File: src/include/shr_pkg.sv
// Shared constants and types for the home return and position tracking block.
package shr_pkg;
    localparam int POS_W              = 32;
    localparam int REV_W              = 16;
    localparam int CYC_W              = 16;
    localparam int SPD_W              = 16;
    localparam int ACC_W              = 16;
    localparam int PT_LOW_W           = 5;
    localparam int PT_HIGH_W          = 3;
    localparam logic [REV_W-1:0] REV_LIMIT = 16'h7fff;
    localparam logic [3:0] ABS_INCR_DIGIT  = 4'h0;
    localparam int ROLL_DIGIT_LSB     = 4;
    localparam logic [3:0] ROLL_DIGIT_VAL  = 4'h1;
    localparam int DIR_POS_BIT        = 0;

    typedef enum logic [1:0] {
        SHR_MOVE_STOP,
        SHR_MOVE_FWD,
        SHR_MOVE_REV
    } shr_move_t;

    typedef enum logic [2:0] {
        SHR_IDLE,
        SHR_SEEK,
        SHR_BACK,
        SHR_PASS,
        SHR_HOMING,
        SHR_AUTOPOS
    } shr_state_t;
endpackage : shr_pkg

File: src/verilog/shr_home_tracker.sv
// Home return sequencing, positioning to home and absolute position tracking.
// What this block does
// - Start beyond the dog: move home direction, reverse on either stroke end.
// - On return, stop past the dog front end, then resume normal home return.
// - Dog never seen on return: stop at stroke end and raise incomplete alarm.
// - Software limits are disabled during automatic return or positioning to home.
// - No positioning to home when current position is outside valid range.
// - With absolute detection, home reference survives power cycles.
// - Manual home mode, home known, reverse start positions axis to home.
// - Positioning to home uses home return speed and table entry one ramps.
// - Roll feed display works only with incremental system, no absolute detection.
// - Display function parameter setting selects roll feed display.
// - Roll feed display clears current and command position at each start.
// - Roll feed alters only displays; operation modes behave as normal.
// - Gear, direction or home data change discards home at next power-on.
// - Multi-revolution count spans plus or minus 32767 revolutions about home.
// - Absolute position is revolution count plus within-revolution position.
// - No absolute detection for strokeless or incremental-command positioning.
// - Start on the dog: automatic return off the dog before home return.
`timescale 1ns/1ps
module shr_home_tracker
    import shr_pkg::*;
#(
    parameter int CYC_BITS = CYC_W
) (
    input  wire logic                       sys_clk,
    input  wire logic                       rst,
    input  wire logic                       powerOnPulse,
    input  wire logic                       homeStart,
    input  wire logic                       dogReturnEnable,
    input  wire logic                       homeDirPositive,
    input  wire logic                       auto_manual_select_bit,
    input  wire logic [PT_LOW_W-1:0]        point_table_select_low_bits,
    input  wire logic [PT_HIGH_W-1:0]       point_table_select_high_bits,
    input  wire logic                       reverse_rotation_start_input,
    input  wire logic                       forward_stroke_end_switch,
    input  wire logic                       reverse_stroke_end_switch,
    input  wire logic                       proximityDog,
    input  wire logic                       homeDone,
    input  wire logic                       moveDone,
    input  wire logic [SPD_W-1:0]           home_return_speed_param,
    input  wire logic [ACC_W-1:0]           pointOneAccel,
    input  wire logic [ACC_W-1:0]           pointOneDecel,
    input  wire logic [15:0]                absolute_detection_param,
    input  wire logic [15:0]                display_function_select_param,
    input  wire logic                       strokelessSystem,
    input  wire logic                       incrementalCommand,
    input  wire logic                       gearParamChanged,
    input  wire logic                       homeParamChanged,
    input  wire logic                       absolute_position_erased_alarm,
    input  wire logic                       absolute_counter_warning,
    input  wire logic [POS_W-1:0]           posMin,
    input  wire logic [POS_W-1:0]           posMax,
    input  wire logic [CYC_BITS-1:0]        cycPos,
    input  wire logic                       revStep,
    input  wire logic                       revUp,
    input  wire logic [POS_W-1:0]           curPos,
    input  wire logic [POS_W-1:0]           cmdPos,
    output shr_pkg::shr_move_t              moveCmd,
    output logic                            homingSeqStart,
    output logic [SPD_W-1:0]                moveSpeed,
    output logic [ACC_W-1:0]                moveAccel,
    output logic [ACC_W-1:0]                moveDecel,
    output logic                            softLimitEnable,
    output logic                            home_return_incomplete_alarm,
    output logic                            homeValid,
    output logic                            absEnabled,
    output logic                            rollFeedActive,
    output logic [POS_W-1:0]                dispCurPos,
    output logic [POS_W-1:0]                dispCmdPos,
    output logic signed [REV_W-1:0]         revCount,
    output logic [CYC_BITS-1:0]             cycPosOut,
    output logic                            revOverflow
);
    typedef struct packed {
        shr_state_t                 state;
        shr_move_t                  move;
        logic                       seqStart;
        logic                       alarm;
        logic                       home;
        logic                       paramDirty;
        logic                       seenDog;
        logic                       revStartPrev;
        logic                       homeStartPrev;
        logic                       rollStartPrev;
        logic [POS_W-1:0]           curOfs;
        logic [POS_W-1:0]           cmdOfs;
        logic signed [REV_W-1:0]    rev;
        logic [CYC_BITS-1:0]        cyc;
        logic                       ovf;
        logic                       lsp1, lsp2, lsn1, lsn2, dog1, dog2;
    } shr_regs_t;

    shr_regs_t st_reg;
    shr_regs_t st_next;
    logic      manualHomeMode;
    logic      absMode;
    logic      rollMode;
    logic      inRange;
    logic      anyStroke;
    logic      startEdge;
    logic      revEdge;
    logic      fwdDir;

    ////////////////////////////////////////////////////////////////////////////
    // Mode decode.
    assign manualHomeMode = auto_manual_select_bit && (point_table_select_low_bits == '0)
                            && (point_table_select_high_bits == '0);
    assign absMode  = (absolute_detection_param[3:0] != ABS_INCR_DIGIT)
                      && !strokelessSystem && !incrementalCommand;
    assign rollMode = (display_function_select_param[ROLL_DIGIT_LSB +: 4] == ROLL_DIGIT_VAL)
                      && !absMode;
    assign inRange   = ($signed(curPos) >= $signed(posMin)) && ($signed(curPos) <= $signed(posMax));
    assign anyStroke = st_reg.lsp2 || st_reg.lsn2;
    assign startEdge = homeStart && !st_reg.homeStartPrev;
    assign revEdge   = reverse_rotation_start_input && !st_reg.revStartPrev;
    assign fwdDir    = homeDirPositive;

    ////////////////////////////////////////////////////////////////////////////
    // Next state.
    always_comb begin
        st_next = st_reg;
        st_next.lsp1 = forward_stroke_end_switch;
        st_next.lsp2 = st_reg.lsp1;
        st_next.lsn1 = reverse_stroke_end_switch;
        st_next.lsn2 = st_reg.lsn1;
        st_next.dog1 = proximityDog;
        st_next.dog2 = st_reg.dog1;
        st_next.seqStart      = 1'b0;
        st_next.homeStartPrev = homeStart;
        st_next.revStartPrev  = reverse_rotation_start_input;
        st_next.rollStartPrev = homeStart || reverse_rotation_start_input;
        // A power-on keeps a home only if one existed; a change in that same cycle counts for the next power-on.
        if (powerOnPulse) begin
            st_next.home = st_reg.home && absMode && !st_reg.paramDirty;
            st_next.paramDirty = 1'b0;
        end
        if (gearParamChanged || homeParamChanged) begin
            st_next.paramDirty = 1'b1;
        end
        if (absolute_position_erased_alarm || absolute_counter_warning) begin
            st_next.home = 1'b0;
        end
        unique case (st_reg.state)
            SHR_IDLE: begin
                st_next.move = SHR_MOVE_STOP;
                if (startEdge && manualHomeMode && dogReturnEnable) begin
                    st_next.alarm = 1'b0;
                    st_next.seenDog = 1'b0;
                    if (st_reg.dog2) begin
                        st_next.state = SHR_BACK;
                        st_next.move  = fwdDir ? SHR_MOVE_REV : SHR_MOVE_FWD;
                    end else begin
                        st_next.state = SHR_SEEK;
                        st_next.move  = fwdDir ? SHR_MOVE_FWD : SHR_MOVE_REV;
                    end
                end else if (revEdge && manualHomeMode && st_reg.home && inRange) begin
                    st_next.state = SHR_AUTOPOS;
                    st_next.move  = SHR_MOVE_REV;
                end
            end
            SHR_SEEK: begin
                if (st_reg.dog2) begin
                    st_next.state    = SHR_HOMING;
                    st_next.move     = SHR_MOVE_STOP;
                    st_next.seqStart = 1'b1;
                end else if (anyStroke) begin
                    st_next.state = SHR_BACK;
                    st_next.move  = fwdDir ? SHR_MOVE_REV : SHR_MOVE_FWD;
                end
            end
            SHR_BACK: begin
                if (st_reg.dog2) begin
                    st_next.state   = SHR_PASS;
                    st_next.seenDog = 1'b1;
                end else if (anyStroke && st_reg.move != (fwdDir ? SHR_MOVE_FWD : SHR_MOVE_REV)
                             && !st_reg.seenDog && (fwdDir ? st_reg.lsn2 : st_reg.lsp2)) begin
                    st_next.state = SHR_IDLE;
                    st_next.move  = SHR_MOVE_STOP;
                    st_next.alarm = 1'b1;
                end
            end
            SHR_PASS: begin
                if (!st_reg.dog2) begin
                    st_next.state    = SHR_HOMING;
                    st_next.move     = SHR_MOVE_STOP;
                    st_next.seqStart = 1'b1;
                end
            end
            SHR_HOMING: begin
                st_next.move = SHR_MOVE_STOP;
                if (homeDone) begin
                    st_next.state = SHR_IDLE;
                    st_next.home  = 1'b1;
                end
            end
            SHR_AUTOPOS: begin
                if (moveDone) begin
                    st_next.state = SHR_IDLE;
                    st_next.move  = SHR_MOVE_STOP;
                end
            end
            default: begin
                st_next.state = SHR_IDLE;
                st_next.move  = SHR_MOVE_STOP;
            end
        endcase
        if (rollMode && (homeStart || reverse_rotation_start_input) && !st_reg.rollStartPrev) begin
            st_next.curOfs = curPos;
            st_next.cmdOfs = cmdPos;
        end
        st_next.cyc = cycPos;
        if (revStep) begin
            if (revUp && st_reg.rev != $signed(REV_LIMIT)) begin
                st_next.rev = st_reg.rev + 16'sh0001;
            end else if (!revUp && st_reg.rev != -$signed(REV_LIMIT)) begin
                st_next.rev = st_reg.rev - 16'sh0001;
            end else begin
                st_next.ovf = 1'b1;
            end
        end
        if (st_reg.state == SHR_HOMING && homeDone) begin
            st_next.rev = '0;
            st_next.ovf = 1'b0;
        end
    end

    always_ff @(posedge sys_clk or posedge rst) begin
        if (rst) begin
            st_reg <= '0;
        end else begin
            st_reg <= st_next;
        end
    end

    ////////////////////////////////////////////////////////////////////////////
    // Outputs.
    assign moveCmd         = st_reg.move;
    assign homingSeqStart  = st_reg.seqStart;
    assign moveSpeed       = home_return_speed_param;
    assign moveAccel       = pointOneAccel;
    assign moveDecel       = pointOneDecel;
    assign softLimitEnable = (st_reg.state == SHR_IDLE) || (st_reg.state == SHR_HOMING);
    assign home_return_incomplete_alarm = st_reg.alarm;
    assign homeValid       = st_reg.home;
    assign absEnabled      = absMode;
    assign rollFeedActive  = rollMode;
    assign dispCurPos      = rollMode ? curPos - st_reg.curOfs : curPos;
    assign dispCmdPos      = rollMode ? cmdPos - st_reg.cmdOfs : cmdPos;
    assign revCount        = st_reg.rev;
    assign cycPosOut       = st_reg.cyc;
    assign revOverflow     = st_reg.ovf;

    ////////////////////////////////////////////////////////////////////////////
    // Checks.
    chk_stroke_reverse: assert property (@(posedge sys_clk) disable iff (rst)
        st_reg.state == SHR_SEEK && !st_reg.dog2 && anyStroke |=> st_reg.state == SHR_BACK)
        else $error("seek did not reverse at stroke end");
    chk_pass_restart: assert property (@(posedge sys_clk) disable iff (rst)
        st_reg.state == SHR_PASS && !st_reg.dog2 |=> homingSeqStart && moveCmd == SHR_MOVE_STOP)
        else $error("home return not resumed after dog front end");
    chk_alarm_stop: assert property (@(posedge sys_clk) disable iff (rst)
        $rose(home_return_incomplete_alarm) |-> moveCmd == SHR_MOVE_STOP && st_reg.state == SHR_IDLE)
        else $error("alarm raised while moving");
    chk_softlimit_off: assert property (@(posedge sys_clk) disable iff (rst)
        st_reg.state inside {SHR_SEEK, SHR_BACK, SHR_PASS, SHR_AUTOPOS} |-> !softLimitEnable)
        else $error("soft limit active in automatic return");
    chk_autopos_range: assert property (@(posedge sys_clk) disable iff (rst)
        st_reg.state == SHR_IDLE && revEdge && !inRange && !startEdge |=> st_reg.state == SHR_IDLE)
        else $error("positioning to home from outside range");
    chk_autopos_go: assert property (@(posedge sys_clk) disable iff (rst)
        st_reg.state == SHR_IDLE && revEdge && manualHomeMode && homeValid && inRange && !startEdge
        |=> st_reg.state == SHR_AUTOPOS)
        else $error("positioning to home not started");
    chk_no_home_idle: assert property (@(posedge sys_clk) disable iff (rst)
        st_reg.state == SHR_IDLE && !homeValid && !startEdge |=> moveCmd == SHR_MOVE_STOP)
        else $error("axis moved without a valid home");
    chk_power_home: assert property (@(posedge sys_clk) disable iff (rst)
        powerOnPulse && st_reg.paramDirty && !absolute_position_erased_alarm |=> !homeValid)
        else $error("home kept after parameter change");
    chk_rev_bound: assert property (@(posedge sys_clk) disable iff (rst)
        revCount <= $signed(REV_LIMIT) && revCount >= -$signed(REV_LIMIT))
        else $error("revolution count out of range");
    chk_roll_abs: assert property (@(posedge sys_clk) disable iff (rst)
        rollFeedActive |-> !absEnabled)
        else $error("roll feed with absolute detection");
    chk_dog_start: assert property (@(posedge sys_clk) disable iff (rst)
        st_reg.state == SHR_IDLE && startEdge && manualHomeMode && dogReturnEnable && st_reg.dog2
        |=> st_reg.state == SHR_BACK)
        else $error("no return off the dog at start");
    chk_seek_start: assert property (@(posedge sys_clk) disable iff (rst)
        st_reg.state == SHR_IDLE && startEdge && manualHomeMode && dogReturnEnable && !st_reg.dog2
        |=> st_reg.state == SHR_SEEK)
        else $error("home return did not start seeking");
    chk_power_nohome: assert property (@(posedge sys_clk) disable iff (rst)
        powerOnPulse && !homeValid && st_reg.state != SHR_HOMING |=> !homeValid)
        else $error("home created by power-on");
    cov_dog_return: cover property (@(posedge sys_clk) disable iff (rst)
        st_reg.state == SHR_PASS ##[1:1000] homingSeqStart);
    cov_alarm: cover property (@(posedge sys_clk) disable iff (rst) $rose(home_return_incomplete_alarm));
    cov_autopos: cover property (@(posedge sys_clk) disable iff (rst) st_reg.state == SHR_AUTOPOS);
    cov_dog_start: cover property (@(posedge sys_clk) disable iff (rst) st_reg.state == SHR_BACK && st_reg.dog2);
endmodule : shr_home_tracker
File: config.mk
export PLATFORM = sky130hd
export DESIGN_NAME = shr_home_tracker
export DESIGN_NICKNAME = d
export VERILOG_FILES = /design/src/include/shr_pkg.sv /design/src/verilog/shr_home_tracker.sv
export SDC_FILE = /design/constraint.sdc
export NUM_CORES = 1
export LEC_CHECK = 0
export ABC_AREA = 1
export BUFFER_PORTS_ARGS = -buffer_cell sky130_fd_sc_hd__buf_2
export CORE_ASPECT_RATIO = 0.6
export CORE_MARGIN = 2
export CORE_UTILIZATION = 52
export CTS_CLUSTER_DIAMETER = 80
export CTS_CLUSTER_SIZE = 10
export DETAILED_ROUTE_END_ITERATION = 16
export GPL_TIMING_DRIVEN = 0
export HOLD_SLACK_MARGIN = 0.02
export PLACE_DENSITY_LB_ADDON = 0.1
export SYNTH_ARGS = -nofsm -noshare
export SYNTH_HDL_FRONTEND = slang
export SYNTH_SLANG_ARGS = --single-unit
File: constraint.sdc
create_clock -name sys_clk -period 4.23 [get_ports sys_clk]
set_clock_uncertainty 0.2 [all_clocks]
set_input_delay 0.2115 -clock sys_clk [delete_from_list [all_inputs] [get_ports sys_clk]]
set_output_delay 0.2115 -clock sys_clk [all_outputs]
set_load 0.02 [all_outputs]
# After elaboration in Yosys (flattened, before gate mapping)
# Index checks and enable logic that the tools add are counted.
# word_totals
register_bits	116
output_inout_bits	153
in_bits	253
word_cells	137
# op_classes
muxes	38
magnitude_cmp	2
n_reduce_logical	51
n_addsub	4
eq_ne	21
# op_table
op	n
16-bit 2-to-1 mux	4
32-bit 2-to-1 mux	2
32-bit subtractor	2
32-bit greater-or-equal comparator	1
32-bit <= comparator	1
16-bit != test, second input constant	2
5-bit 2-to-1 mux	6
5-bit one-hot mux with 6 select lines	1
1-bit logical AND	23
16-bit by 2-bit adder with 16-bit output, second input constant	1
16-bit by 2-bit subtractor with 16-bit output, second input constant	1
1-bit 2-to-1 mux	14
2-bit != test, second input constant	7
1-bit logical NOT	9
3-bit != test, second input constant	3
2-bit 2-to-1 mux	4
3-bit by 2-bit == test with 1-bit output, second input constant	2
3-bit == test, second input constant	2
3-bit logical NOT	2
3-bit 2-to-1 mux	2
6-bit 2-to-1 mux	1
1-bit one-hot mux with 2 select lines	3
3-bit AND reduction	2
6-bit AND reduction	1
13 further kinds	20

# Logic depth before layout (Yosys ltp)
# Gate-level depths: netlist (run 1).
# logic_depth
word_depth	9
mapped_depth	20
ltp_nobuf	20

# Worst setup path before layout (run 1)
# Ideal clock, no wire load.
# synth_path
path_kind	register -> register
startpoint	register st_reg (netlist bit revCount[15])
endpoint	register st_reg (netlist bit revCount[14])
setup_ns	0.123
setup_slack_ns	1.538
t_required_ns	3.907
period_less_slack_ns	2.692
stages_incl_launch_ff	17
path_buffers	0
arrival_time_ns	2.369
cell_sequence	dfrtp_1 inv_2 nand4_1 nor4_1 nand2_1 nand2_1 ha_1 a21oi_1 o21ai_0 nand2_1 nand3_1 nand3_1 nand2_1 a21boi_0 inv_1 o21ai_0 nand2_1
# synth_via
elab_chain_len	5
word_cells_on_any_way	9
classes_between	2 x eq/ne; 3 x mux; 4 x reduce/logical
# synth_lines
element	line_no	source
from (decl)	shr_home_tracker.sv:94	shr_regs_t st_reg;
from (signal assigned)	shr_home_tracker.sv:232	st_reg <= st_next;
16-bit != test	shr_home_tracker.sv:214	if (revUp && st_reg.rev != $signed(REV_LIMIT)) begin
1-bit logical AND	shr_home_tracker.sv:214	
16-bit 2-to-1 mux	shr_home_tracker.sv:214	
16-bit 2-to-1 mux	shr_home_tracker.sv:213	if (revStep) begin
16-bit 2-to-1 mux	shr_home_tracker.sv:222	if (st_reg.state == SHR_HOMING && homeDone) begin
# Parallel ways exist; a longest one is shown, timed or not. The select of a mux whose other input is x is not followed.
# A chain may end at the register's enable or synchronous reset.

# Worst setup path in the final report (run 1)
# layout_path
startpoint	input port curPos[31]
endpoint	register st_reg[115] in the netlist's numbering
# layout_via
elab_chain_len	5
word_cells_on_any_way	6
classes_between	2 x order compare; 1 x eq/ne; 3 x reduce/logical
# layout_lines
element	line_no	source
from (decl)	shr_home_tracker.sv:57	input wire logic [POS_W-1:0] curPos,
32-bit greater-or-equal comparator / 32-bit <= comparator (equally long branches)	shr_home_tracker.sv:113	assign inRange = ($signed(curPos) >= $signed(posMin)) && ($signed(curPos) <= $signed(posMax));
1-bit logical AND *	shr_home_tracker.sv:113	
1-bit logical AND *	shr_home_tracker.sv:157	end else if (revEdge && manualHomeMode && st_reg.home && inRange) begin
3-bit != test (no source line) *	n/a	
6-bit AND reduction (no source line) *	n/a	
# Every way passes the cells marked *; elsewhere a longest branch is shown, timed or not.

==> flow_summary.yaml, run 1 <==
cells_and_area:
  n_fill_cell: 1896
  multi_input_area_um2: 7230
  largest_register_ffs: 75
  finish.instance_area_um2: 15700
  ff_latch_area_um2: 2900
  drive_gt1_frac: 0.231
  area_growth_pct: 30.8
  final_cells: 2507
  nets: 2582
  postLayoutCoreUtil: 0.702
outcome:
  status: "complete, no violations"
yosys:
  synth_area_leaders: "dfrtp_1 (24%), ha_1 (15%), nand2_1 (11%)"
  synth_area_per_cell_um2: 6.93
  yosysTopAreaCell: "dfrtp_1"
  synth.distinct_cells: 56
  yosysSeqAreaShare: 0.242
  ys_ff_latch: 116
  ys.flop_type: "dfrtp_1"
  netlist.area_leader.share: 0.242
  async_flop_share: 1.00
  yosysWarnings: 0
  synthCells: 1732
  syn_area_um2: 12000
  syn_nets: 2130
  synth-edff-count: 0
routing:
  wl_per_cell_um: 17.4
  dr.pass1.iters: 6
  drc: 0
  initialDrtViolationCount: 1115
  wl_um: 43500
  vias_per_cell: 5.33
  route.vias.total: 13355
  ant_nets: 0
min_path:
  hold_end: "revCount[10]"
  whs_path_depth: 5
  holdCritPathClass: "in -> reg"
  worstHoldStart: "revUp"
pwr:
  peakVddDrop_mv: 0.302
  p_per_area_nw_per_um2: 383
  swShare: 0.422
  p_sw_uw: 2540
  p_leak_uw: 0.00870
  p_int_uw: 3470
  pwr-share-seq: 0.245
  power_frac_clock: 0.257
  pwr-share-comb: 0.498
setup_path:
  crit_fanout: 5
  startpoint_type: "input pin"
  reg2reg_slack_ps: 810
  r2r-start: "revCount[3]"
  crit_required_ps: 4340
  setup.worst_path.class: "in -> reg"
  arrival_ps: 3930
  worstReg2RegEnd: "revCount[14]"
  reg2reg_depth: 15
  worstSetupEndpointType: "flip-flop"
floorplanning:
  std_cell_rows: 42
  core_area_um2: 22300
  die_w_um: 200
  ios: 406
  initial_core_util: 0.537
  die_y_um: 122
  dieArea_um2: 24300
grt:
  grt-ovfl-total: 0
  grt_usage: 0.353
  grt_pass1_wl_um: 65200
  grt_pass1_vias: 12135
  grt_max_degree: 80
  grt_antenna_before_repair: 2
timing:
  max_slew.worst_pin.slew_ps: 920
  slew_headroom: 0.382
  timing.final.ws_setup_ps: 415
  hold_violations: 0
  rsz0062_at_grt: "false"
  fmax_ghz: 0.262
  fin_crit_ps: 3820
  slew_violations: 0
  fin_crit_sh: 0.902
  final-setup-viol-count: 0
  setup_tns_ps: 0
clock_network:
  clk_pin_slew_worst_paths_ps: 60
  cts_buffers: 17
  cts_tree: "done"
  clkSinkCount: 116
  cts_max_level: 4
  insertion_delay_ps: 430
  clockRootBuffer: "clkbuf_16"
  cts_max_path_buffers: 2
  ctsResizeCount: 0
place:
  dp_hpwl_um: 34700
  place_area_um2: 14100
  portBuffers: 333
  pre_cts_slack_ps: 916
  globalplace.congestion: 0.983
  post-place-cells: 2374
run:
  cap_viol_max_count: 0
cell usage in the layout (no fill, tap or decap), types with 5 or more instances in the layout:
cell             n
a21oi_2         10
dfrtp_1        116
a221oi_1         5
clkbuf_1        22
dlygate4sd3_1   99
o21ai_0        121
clkbuf_16       17
nor4_1           8
o21a_1           9
inv_1          284
o21ai_1         19
inv_2            7
buf_6            5
o21bai_1        11
buf_4           83
nand3_1         75
a21o_1          10
buf_2          337
a31oi_1          7
nand2_1        337
clkinv_2         6
xor2_1          23
or2_1            7
a21oi_1        153
nand4_1         21
xnor2_1         16
nor3_1          20
ha_1           142
nor2_1         142
o22ai_1          9
nand3b_1        10
a21boi_0         9
metrics by stage:
| step | hold WS (ps) | total power, uW |
|---|---|---|
| after floorplan | 42.9 | 3510 |
| final | 65.1 | 6010 |
| after detailed placement | 36.0 | 4310 |
| after global routing | 94.6 | 6410 |
| after CTS | 48.1 | 5950 |
| after global placement | 120 | 4240 |
cell type report:
class	instances	share of cell area
flip-flops and latches	116	0.185
repair buffers	433	0.171
well taps	308	0.0246
inverters	292	0.0702
multi-input cells	1213	0.461
diodes	2	0.000319
clock inverters	11	0.0101
clock buffers	21	0.0287
plain buffers	111	0.0491
metal layers:
layer,global-route usage,wire length (um),vias up
li1,-,-,6520
met1,0.527,20200,6131
met2,0.496,17700,649
met3,0.0994,4910,53
met4,0.0917,743,2
met5,0,12,-
critical path, stage by stage:
cell           delay, ps
dlygate4sd3_1        540
buf_2                180
ha_1                 510
nand2_1              140
nor2_1               150
nand2_1              100
nor4_2               700
nand2_1              170
nand3_1              110
nand3_1              220
nand4_1              240
nand4_1               90
dlygate4sd3_1        560
logic make-up (layout without fill, tap and decap cells):
family,Yosys count,in the layout,share of synthesized area
AND/OR/NAND/NOR,643,643,0.233
flip-flops,116,116,0.242
AO/OA/AOI/OAI,384,384,0.186
multiplexers,2,2,0.00250
XOR/XNOR,39,39,0.0285
adder cells (fa/ha/maj),145,145,0.153
buffers and inverters,403,868,0.156
other,0,2,0
cell usage after synthesis (3+ instances only):
library cell,count
nand2_2,4
nand3_1,75
a21boi_0,9
buf_2,4
nor3_1,20
o21ai_0,121
nor3_2,4
nand2_1,337
xnor2_1,16
a21boi_4,3
nand4_1,21
a21oi_2,10
buf_4,83
a221oi_1,5
o21a_1,9
a21oi_1,153
or2_1,7
nor2_1,142
ha_1,142
a31oi_1,7
o221ai_1,3
inv_2,7
xor2_1,23
nor4_2,4
buf_6,5
a21o_1,10
nand3b_1,10
fa_1,3
o21bai_1,11
clkbuf_1,19
o21ai_1,19
nor4_1,8
inv_1,285
dfrtp_1,116
o22ai_1,9
repair_timing:
item | 4_1_cts | 5_1_grt
endpoints found under the hold margin | 154 | 0
buffers inserted | 0 | 0
hold buffers | 99 | 0
endpoints found under the setup margin | 0 | 0
worst max-delay path by stage:
stage | from | depth (start not counted) | end
after CTS | curPos[31] | 13 | st_reg[115]
after global routing | curPos[31] | 13 | st_reg[115]
final | curPos[31] | 13 | st_reg[115]
after detailed placement | revCount[15] | 16 | revCount[14]
after global placement | rst | 2 | st_reg[81]
after floorplan | rst | 1 | cycPosOut[0]
power by group through the flow:
stage | clock network (uW) | registers [uW] | logic (uW)
floorplan | 0 | 1450 | 2050
global placement | 0 | 1480 | 2760
detailed placement | 0 | 1480 | 2830
CTS | 1550 | 1470 | 2930
global route | 1610 | 1500 | 3290
finish | 1540 | 1480 | 2990
Note: power is estimated with default switching activity, not from simulation.
==> run 2: changes to the inputs <==
--- a/config.mk
+++ b/config.mk
@@ -13,7 +13,6 @@
 export CTS_CLUSTER_DIAMETER = 80
 export CTS_CLUSTER_SIZE = 10
 export DETAILED_ROUTE_END_ITERATION = 16
-export GPL_TIMING_DRIVEN = 0
 export HOLD_SLACK_MARGIN = 0.02
 export PLACE_DENSITY_LB_ADDON = 0.1
 export SYNTH_ARGS = -nofsm -noshare
==> run 2 against run 1 <==
Critical path depth did not move. Via count decreased by 6.8%. Maximum frequency increased by 4.6%. Worst hold slack worse by 33 ps. Count of clock-buffer cells in the layout is 2 lower. Sequential cell count unchanged. Die area is the same. Sequential power is essentially flat. Final area fell by 6.5%.
==> flow_summary.yaml, run 2 (synthesis gave the netlist of run 1 again) <==
outcome:
  status: "complete, no violations"
timing:
  final-setup-viol-count: 0
  fmax_ghz: 0.274
  setup_tns_ps: 0
  rsz0062_at_grt: "false"
  max_slew.worst_pin.slew_ps: 956
  fin_crit_ps: 3650
  slew_violations: 0
  hold_violations: 0
  fin_crit_sh: 0.862
  slew_headroom: 0.363
  timing.final.ws_setup_ps: 582
pwr:
  pwr-share-seq: 0.258
  power_frac_clock: 0.253
  p_sw_uw: 2460
  p_leak_uw: 0.00804
  power_uw: 5670
  swShare: 0.433
  p_int_uw: 3210
  p_per_area_nw_per_um2: 387
  peakVddDrop_mv: 0.304
  pwr-share-comb: 0.489
clock_network:
  clkSinkCount: 116
  clk_pin_slew_worst_paths_ps: 60
  cts_buffers: 17
  cts_max_path_buffers: 2
  clockRootBuffer: "clkbuf_16"
  cts_max_level: 4
  postCtsSetupRepairBufs: 0
  cts_tree: "done"
  insertion_delay_ps: 430
min_path:
  holdCritPathClass: "in -> reg"
  hold_end: "homeValid"
  worstHoldStart: "homeDone"
  whs_path_depth: 5
setup_path:
  reg2reg_depth: 15
  worstReg2RegEnd: "revCount[11]"
  startpoint_type: "input pin"
  reg2reg_slack_ps: 800
  r2r-start: "revCount[15]"
  worstSetupEndpointType: "flip-flop"
  setup.worst_path.class: "in -> reg"
  arrival_ps: 3760
  crit_fanout: 5
  crit_required_ps: 4340
routing:
  dr.pass1.iters: 6
  route.vias.total: 12442
  vias_per_cell: 5.29
  ant_nets: 0
  drc: 0
  initialDrtViolationCount: 1005
  wl_um: 39400
  wl_per_cell_um: 16.8
grt:
  grt_usage: 0.325
  grt_pass1_vias: 11453
  grt_antenna_before_repair: 1
  grt-ovfl-total: 0
  grt_pass1_wl_um: 60800
  grt_max_degree: 80
cells_and_area:
  multi_input_area_um2: 7230
  area_growth_pct: 22.2
  finish.instance_area_um2: 14700
  nets: 2428
  drive_gt1_frac: 0.184
  n_fill_cell: 2025
  largest_register_ffs: 75
  layout_commonest_cell: "nand2_1"
  final_cell_mix: "nand2_1 (337), buf_2 (285), inv_1 (284)"
  ff_latch_area_um2: 2900
place:
  pre_cts_slack_ps: 936
  globalplace.congestion: 0.948
  dp_hpwl_um: 31300
  portBuffers: 285
  place_area_um2: 13100
floorplanning:
  die_w_um: 200
  core_area_um2: 22300
  ios: 406
  std_cell_rows: 42
  die_y_um: 122
  initial_core_util: 0.537
  dieArea_um2: 24300
run:
  cap_viol_max_count: 0
## run 2: cell types whose count changed in the layout (fill, tap and decap cells not counted), sizes merged
cell	change
buf	-134
clkbuf	-21
clkinvlp	+4
bufinv	-2
diode	-1
dlygate4sd3	-1
## run 2: cell type report
cell class              instances  area share
clock inverters                13     0.00922
diodes                          1    0.000171
clock buffers                  19      0.0302
repair buffers                390       0.168
flip-flops and latches        116       0.198
multi-input cells            1213       0.493
well taps                     308      0.0263
inverters                     292      0.0749
## run 2: worst max path at each step
stage                      start        endpoint  slack (ps)  cells past startpoint
detailed placement  revCount[15]    revCount[14]         940                     17
finish                curPos[31]     st_reg[115]         580                     13
global placement    revCount[15]    revCount[14]         970                     17
CTS                    curPos[0]  dispCurPos[24]         700                     14
global route          curPos[31]     st_reg[115]         490                     13
floorplan                    rst    cycPosOut[0]         750                      1
## run 2: layer usage
metal	global-route usage	part of all wire
met2	0.451	0.39
met3	0.0839	0.10
met4	0.0745	0.016
met1	0.497	0.49
met5	0	0
## run 2: power by group through the flow
stage	registers, uW	logic, uW	clock network, uW
2_1_floorplan	1450	2050	0
3_3_place_gp	1470	2590	0
3_5_place_dp	1470	2630	0
4_1_cts	1460	2730	1450
5_1_grt	1490	3090	1500
6_report	1460	2780	1430
## run 2: metrics by stage
| step | instances | hold WS (ps) | utilization |
|---|---|---|---|
| global route | 2352 | 76.6 | 0.656 |
| detailed placement | 2221 | 121 | 0.586 |
| floorplan | 1732 | 42.9 | - |
| global placement | 2221 | 120 | 0.586 |
| CTS | 2351 | 21.1 | 0.656 |
| finish | 2352 | 32.5 | 0.656 |
## run 2: critical path, cell delays in order
cell	delay, ps
dlygate4sd3_1	540
buf_2	180
ha_1	520
nand2_1	140
nor2_1	160
nand2_1	90
nor4_2	610
nand2_1	160
nand3_1	100
nand3_1	170
nand4_1	210
nand4_1	100
dlygate4sd3_1	570
## run 2: what timing repair did
item | in CTS | in global routing
endpoints found under the hold margin | 165 | 0
resized for setup | 0 | 0
hold buffers | 98 | 0
setup endpoints to repair | 0 | 0
==> run 3: changes to the inputs <==
--- a/config.mk
+++ b/config.mk
@@ -15,6 +15,7 @@
 export DETAILED_ROUTE_END_ITERATION = 16
 export HOLD_SLACK_MARGIN = 0.02
 export PLACE_DENSITY_LB_ADDON = 0.1
+export RECOVER_POWER = 100
 export SYNTH_ARGS = -nofsm -noshare
 export SYNTH_HDL_FRONTEND = slang
 export SYNTH_SLANG_ARGS = --single-unit
==> run 3 against run 2 <==
The run now ends with max-capacitance violations, max-slew violations left. Final cell count unchanged. Critical path depth increased by 2. Via count increased by 0.54%. Non-clock buffer count unchanged. Combinational power decreased by 2%. Count of clock-buffer cells in the layout unchanged. Sequential share of layout area increased by 0.28 points. Core utilization decreased by 0.90 points. Critical path type is now in -> out. Final area decreased by 1.4%. Maximum frequency decreased by 4.7%.
==> flow_summary.yaml, run 3 (synthesis gave the netlist of run 1 again) <==
setup_path:
  slowest_stage: "dlygate4sd3_1"
  crit_fanout: 4
  reg2reg_slack_ps: 630
  startpoint_type: "input pin"
  crit_path_max_incr_delay_ps: 520
  setup.worst_path.class: "in -> out"
  reg2reg_depth: 15
  arrival_ps: 3420
  critPathLaunch: "curPos[0]"
  worstSetupEndpointType: "output pin"
  cp_cell_sequence: "dlygate4sd3_1, buf_2, inv_1, ha_1, fa_1, o21ai_4, a21boi_4, o21bai_1, nand4_1, nand3_1, nand2_1, nand3b_1, nand3_1, nand2_1, clkbuf_1"
  r2r-start: "revCount[15]"
  worstReg2RegEnd: "revCount[11]"
  cp-endpoint: "dispCurPos[26]"
  crit_required_ps: 3820
clock_network:
  postCtsSetupRepairBufs: 0
  cts_hold_buffers: 98
  clockRootBuffer: "clkbuf_16"
  ctsResizeCount: 0
  insertion_delay_ps: 420
  cts_buffers: 17
  cts_max_level: 4
  cts_max_path_buffers: 2
  clkSinkCount: 116
  cts_tree: "done"
  clk_pin_slew_worst_paths_ps: 60
routing:
  ant_nets: 0
  vias_per_cell: 5.32
  initialDrtViolationCount: 1050
  dr.pass1.iters: 5
  wl_um: 39500
  wl_per_cell_um: 16.8
  drc: 0
  route.vias.total: 12509
floorplanning:
  initial_core_util: 0.537
  core_area_um2: 22300
  die_w_um: 200
  std_cell_rows: 42
  ios: 406
  dieArea_um2: 24300
  die_y_um: 122
cells_and_area:
  area_growth_pct: 20.5
  final_cell_mix: "nand2_1 (338), inv_1 (286), buf_2 (193)"
  layout_commonest_cell: "nand2_1"
  nets: 2428
  drive_gt1_frac: 0.130
  largest_register_ffs: 75
grt:
  grt_usage: 0.325
  grt-ovfl-total: 0
  grt_pass1_wl_um: 60800
  grt_max_degree: 80
  grt_antenna_before_repair: 1
  grt_pass1_vias: 11453
run:
  cap_viol_max_count: 3
timing:
  hold-worst-slack_ps: 38.0
  fin_crit_ps: 3830
  max_slew.worst_pin.slew_ps: 2890
  rsz0062_at_grt: "false"
  fmax_ghz: 0.261
  setup_tns_ps: 0
  final-setup-viol-count: 0
  slew_violations: 222
  fin_crit_sh: 0.905
  hold_violations: 0
  slew_headroom: -0.929
pwr:
  p_per_area_nw_per_um2: 388
  p_leak_uw: 0.00773
  peakVddDrop_mv: 0.304
outcome:
  violations: "max-capacitance violations, max-slew violations"
  status: "complete, but fails checks"
min_path:
  holdCritPathClass: "in -> reg"
  worstHoldStart: "homeDone"
place:
  portBuffers: 285
  globalplace.congestion: 0.948
  dp_hpwl_um: 31300
-- run 3: changes by cell type in the layout (fill, tap and decap cells not counted), sizes merged --
cell,delta
buf,-99
clkbuf,+99
-- run 3: worst min-delay path by stage --
| stage | slack [ps] | endpoint | cells past startpoint |
|---|---|---|---|
| after floorplan | 40 | cycPosOut[0] | 0 |
| after global placement | 120 | cycPosOut[7] | 1 |
| after detailed placement | 120 | st_next[4] | 1 |
| after CTS | 20 | homeValid | 5 |
| after global routing | 80 | homeValid | 5 |
| final | 40 | homeValid | 5 |
-- run 3: through the flow --
step / power [uW] / util / worst slack [ps] / cell area [um^2] / instances
floorplan: 3510 / - / 746 / 12000 / 1732
global placement: 4060 / 0.586 / 974 / 13100 / 2221
detailed placement: 4100 / 0.586 / 936 / 13100 / 2221
CTS: 5630 / 0.656 / 697 / 14700 / 2351
global route: 6010 / 0.647 / 249 / 14500 / 2352
finish: 5610 / 0.647 / 402 / 14500 / 2352
-- run 3: final cells by class --
class	instances	area, um^2
Clock buffer	19	443
Fill cell	2103	7880
Antenna cell	1	2.50
Clock inverter	13	135
Inverter	292	1100
Multi-Input combinational cell	1213	7170
Timing Repair Buffer	390	2330
Sequential cell	116	2900
Tap cell	308	385
-- run 3: power breakdown --
part | leakage, uW | internal, uW | switching, uW
sequential | 0.00134 | 1310 | 148
clock | 0.000271 | 877 | 552
combinational | 0.00612 | 976 | 1740
-- run 3: worst max-delay path: cells and delay by family --
family	cells	cell delay [ps]
compound gates	3	700
simple gates	6	840
fa+ha+maj	2	690
buf+inv	4	970
-- run 3: metal layers --
layer / routed length (um) / global-route usage / up-vias
met2: 15400 / 0.451 / 539
li1: - / - / 6202
met3: 3890 / 0.0839 / 47
met4: 620 / 0.0745 / 0
met1: 19500 / 0.497 / 5721
met5: 0 / 0 / -
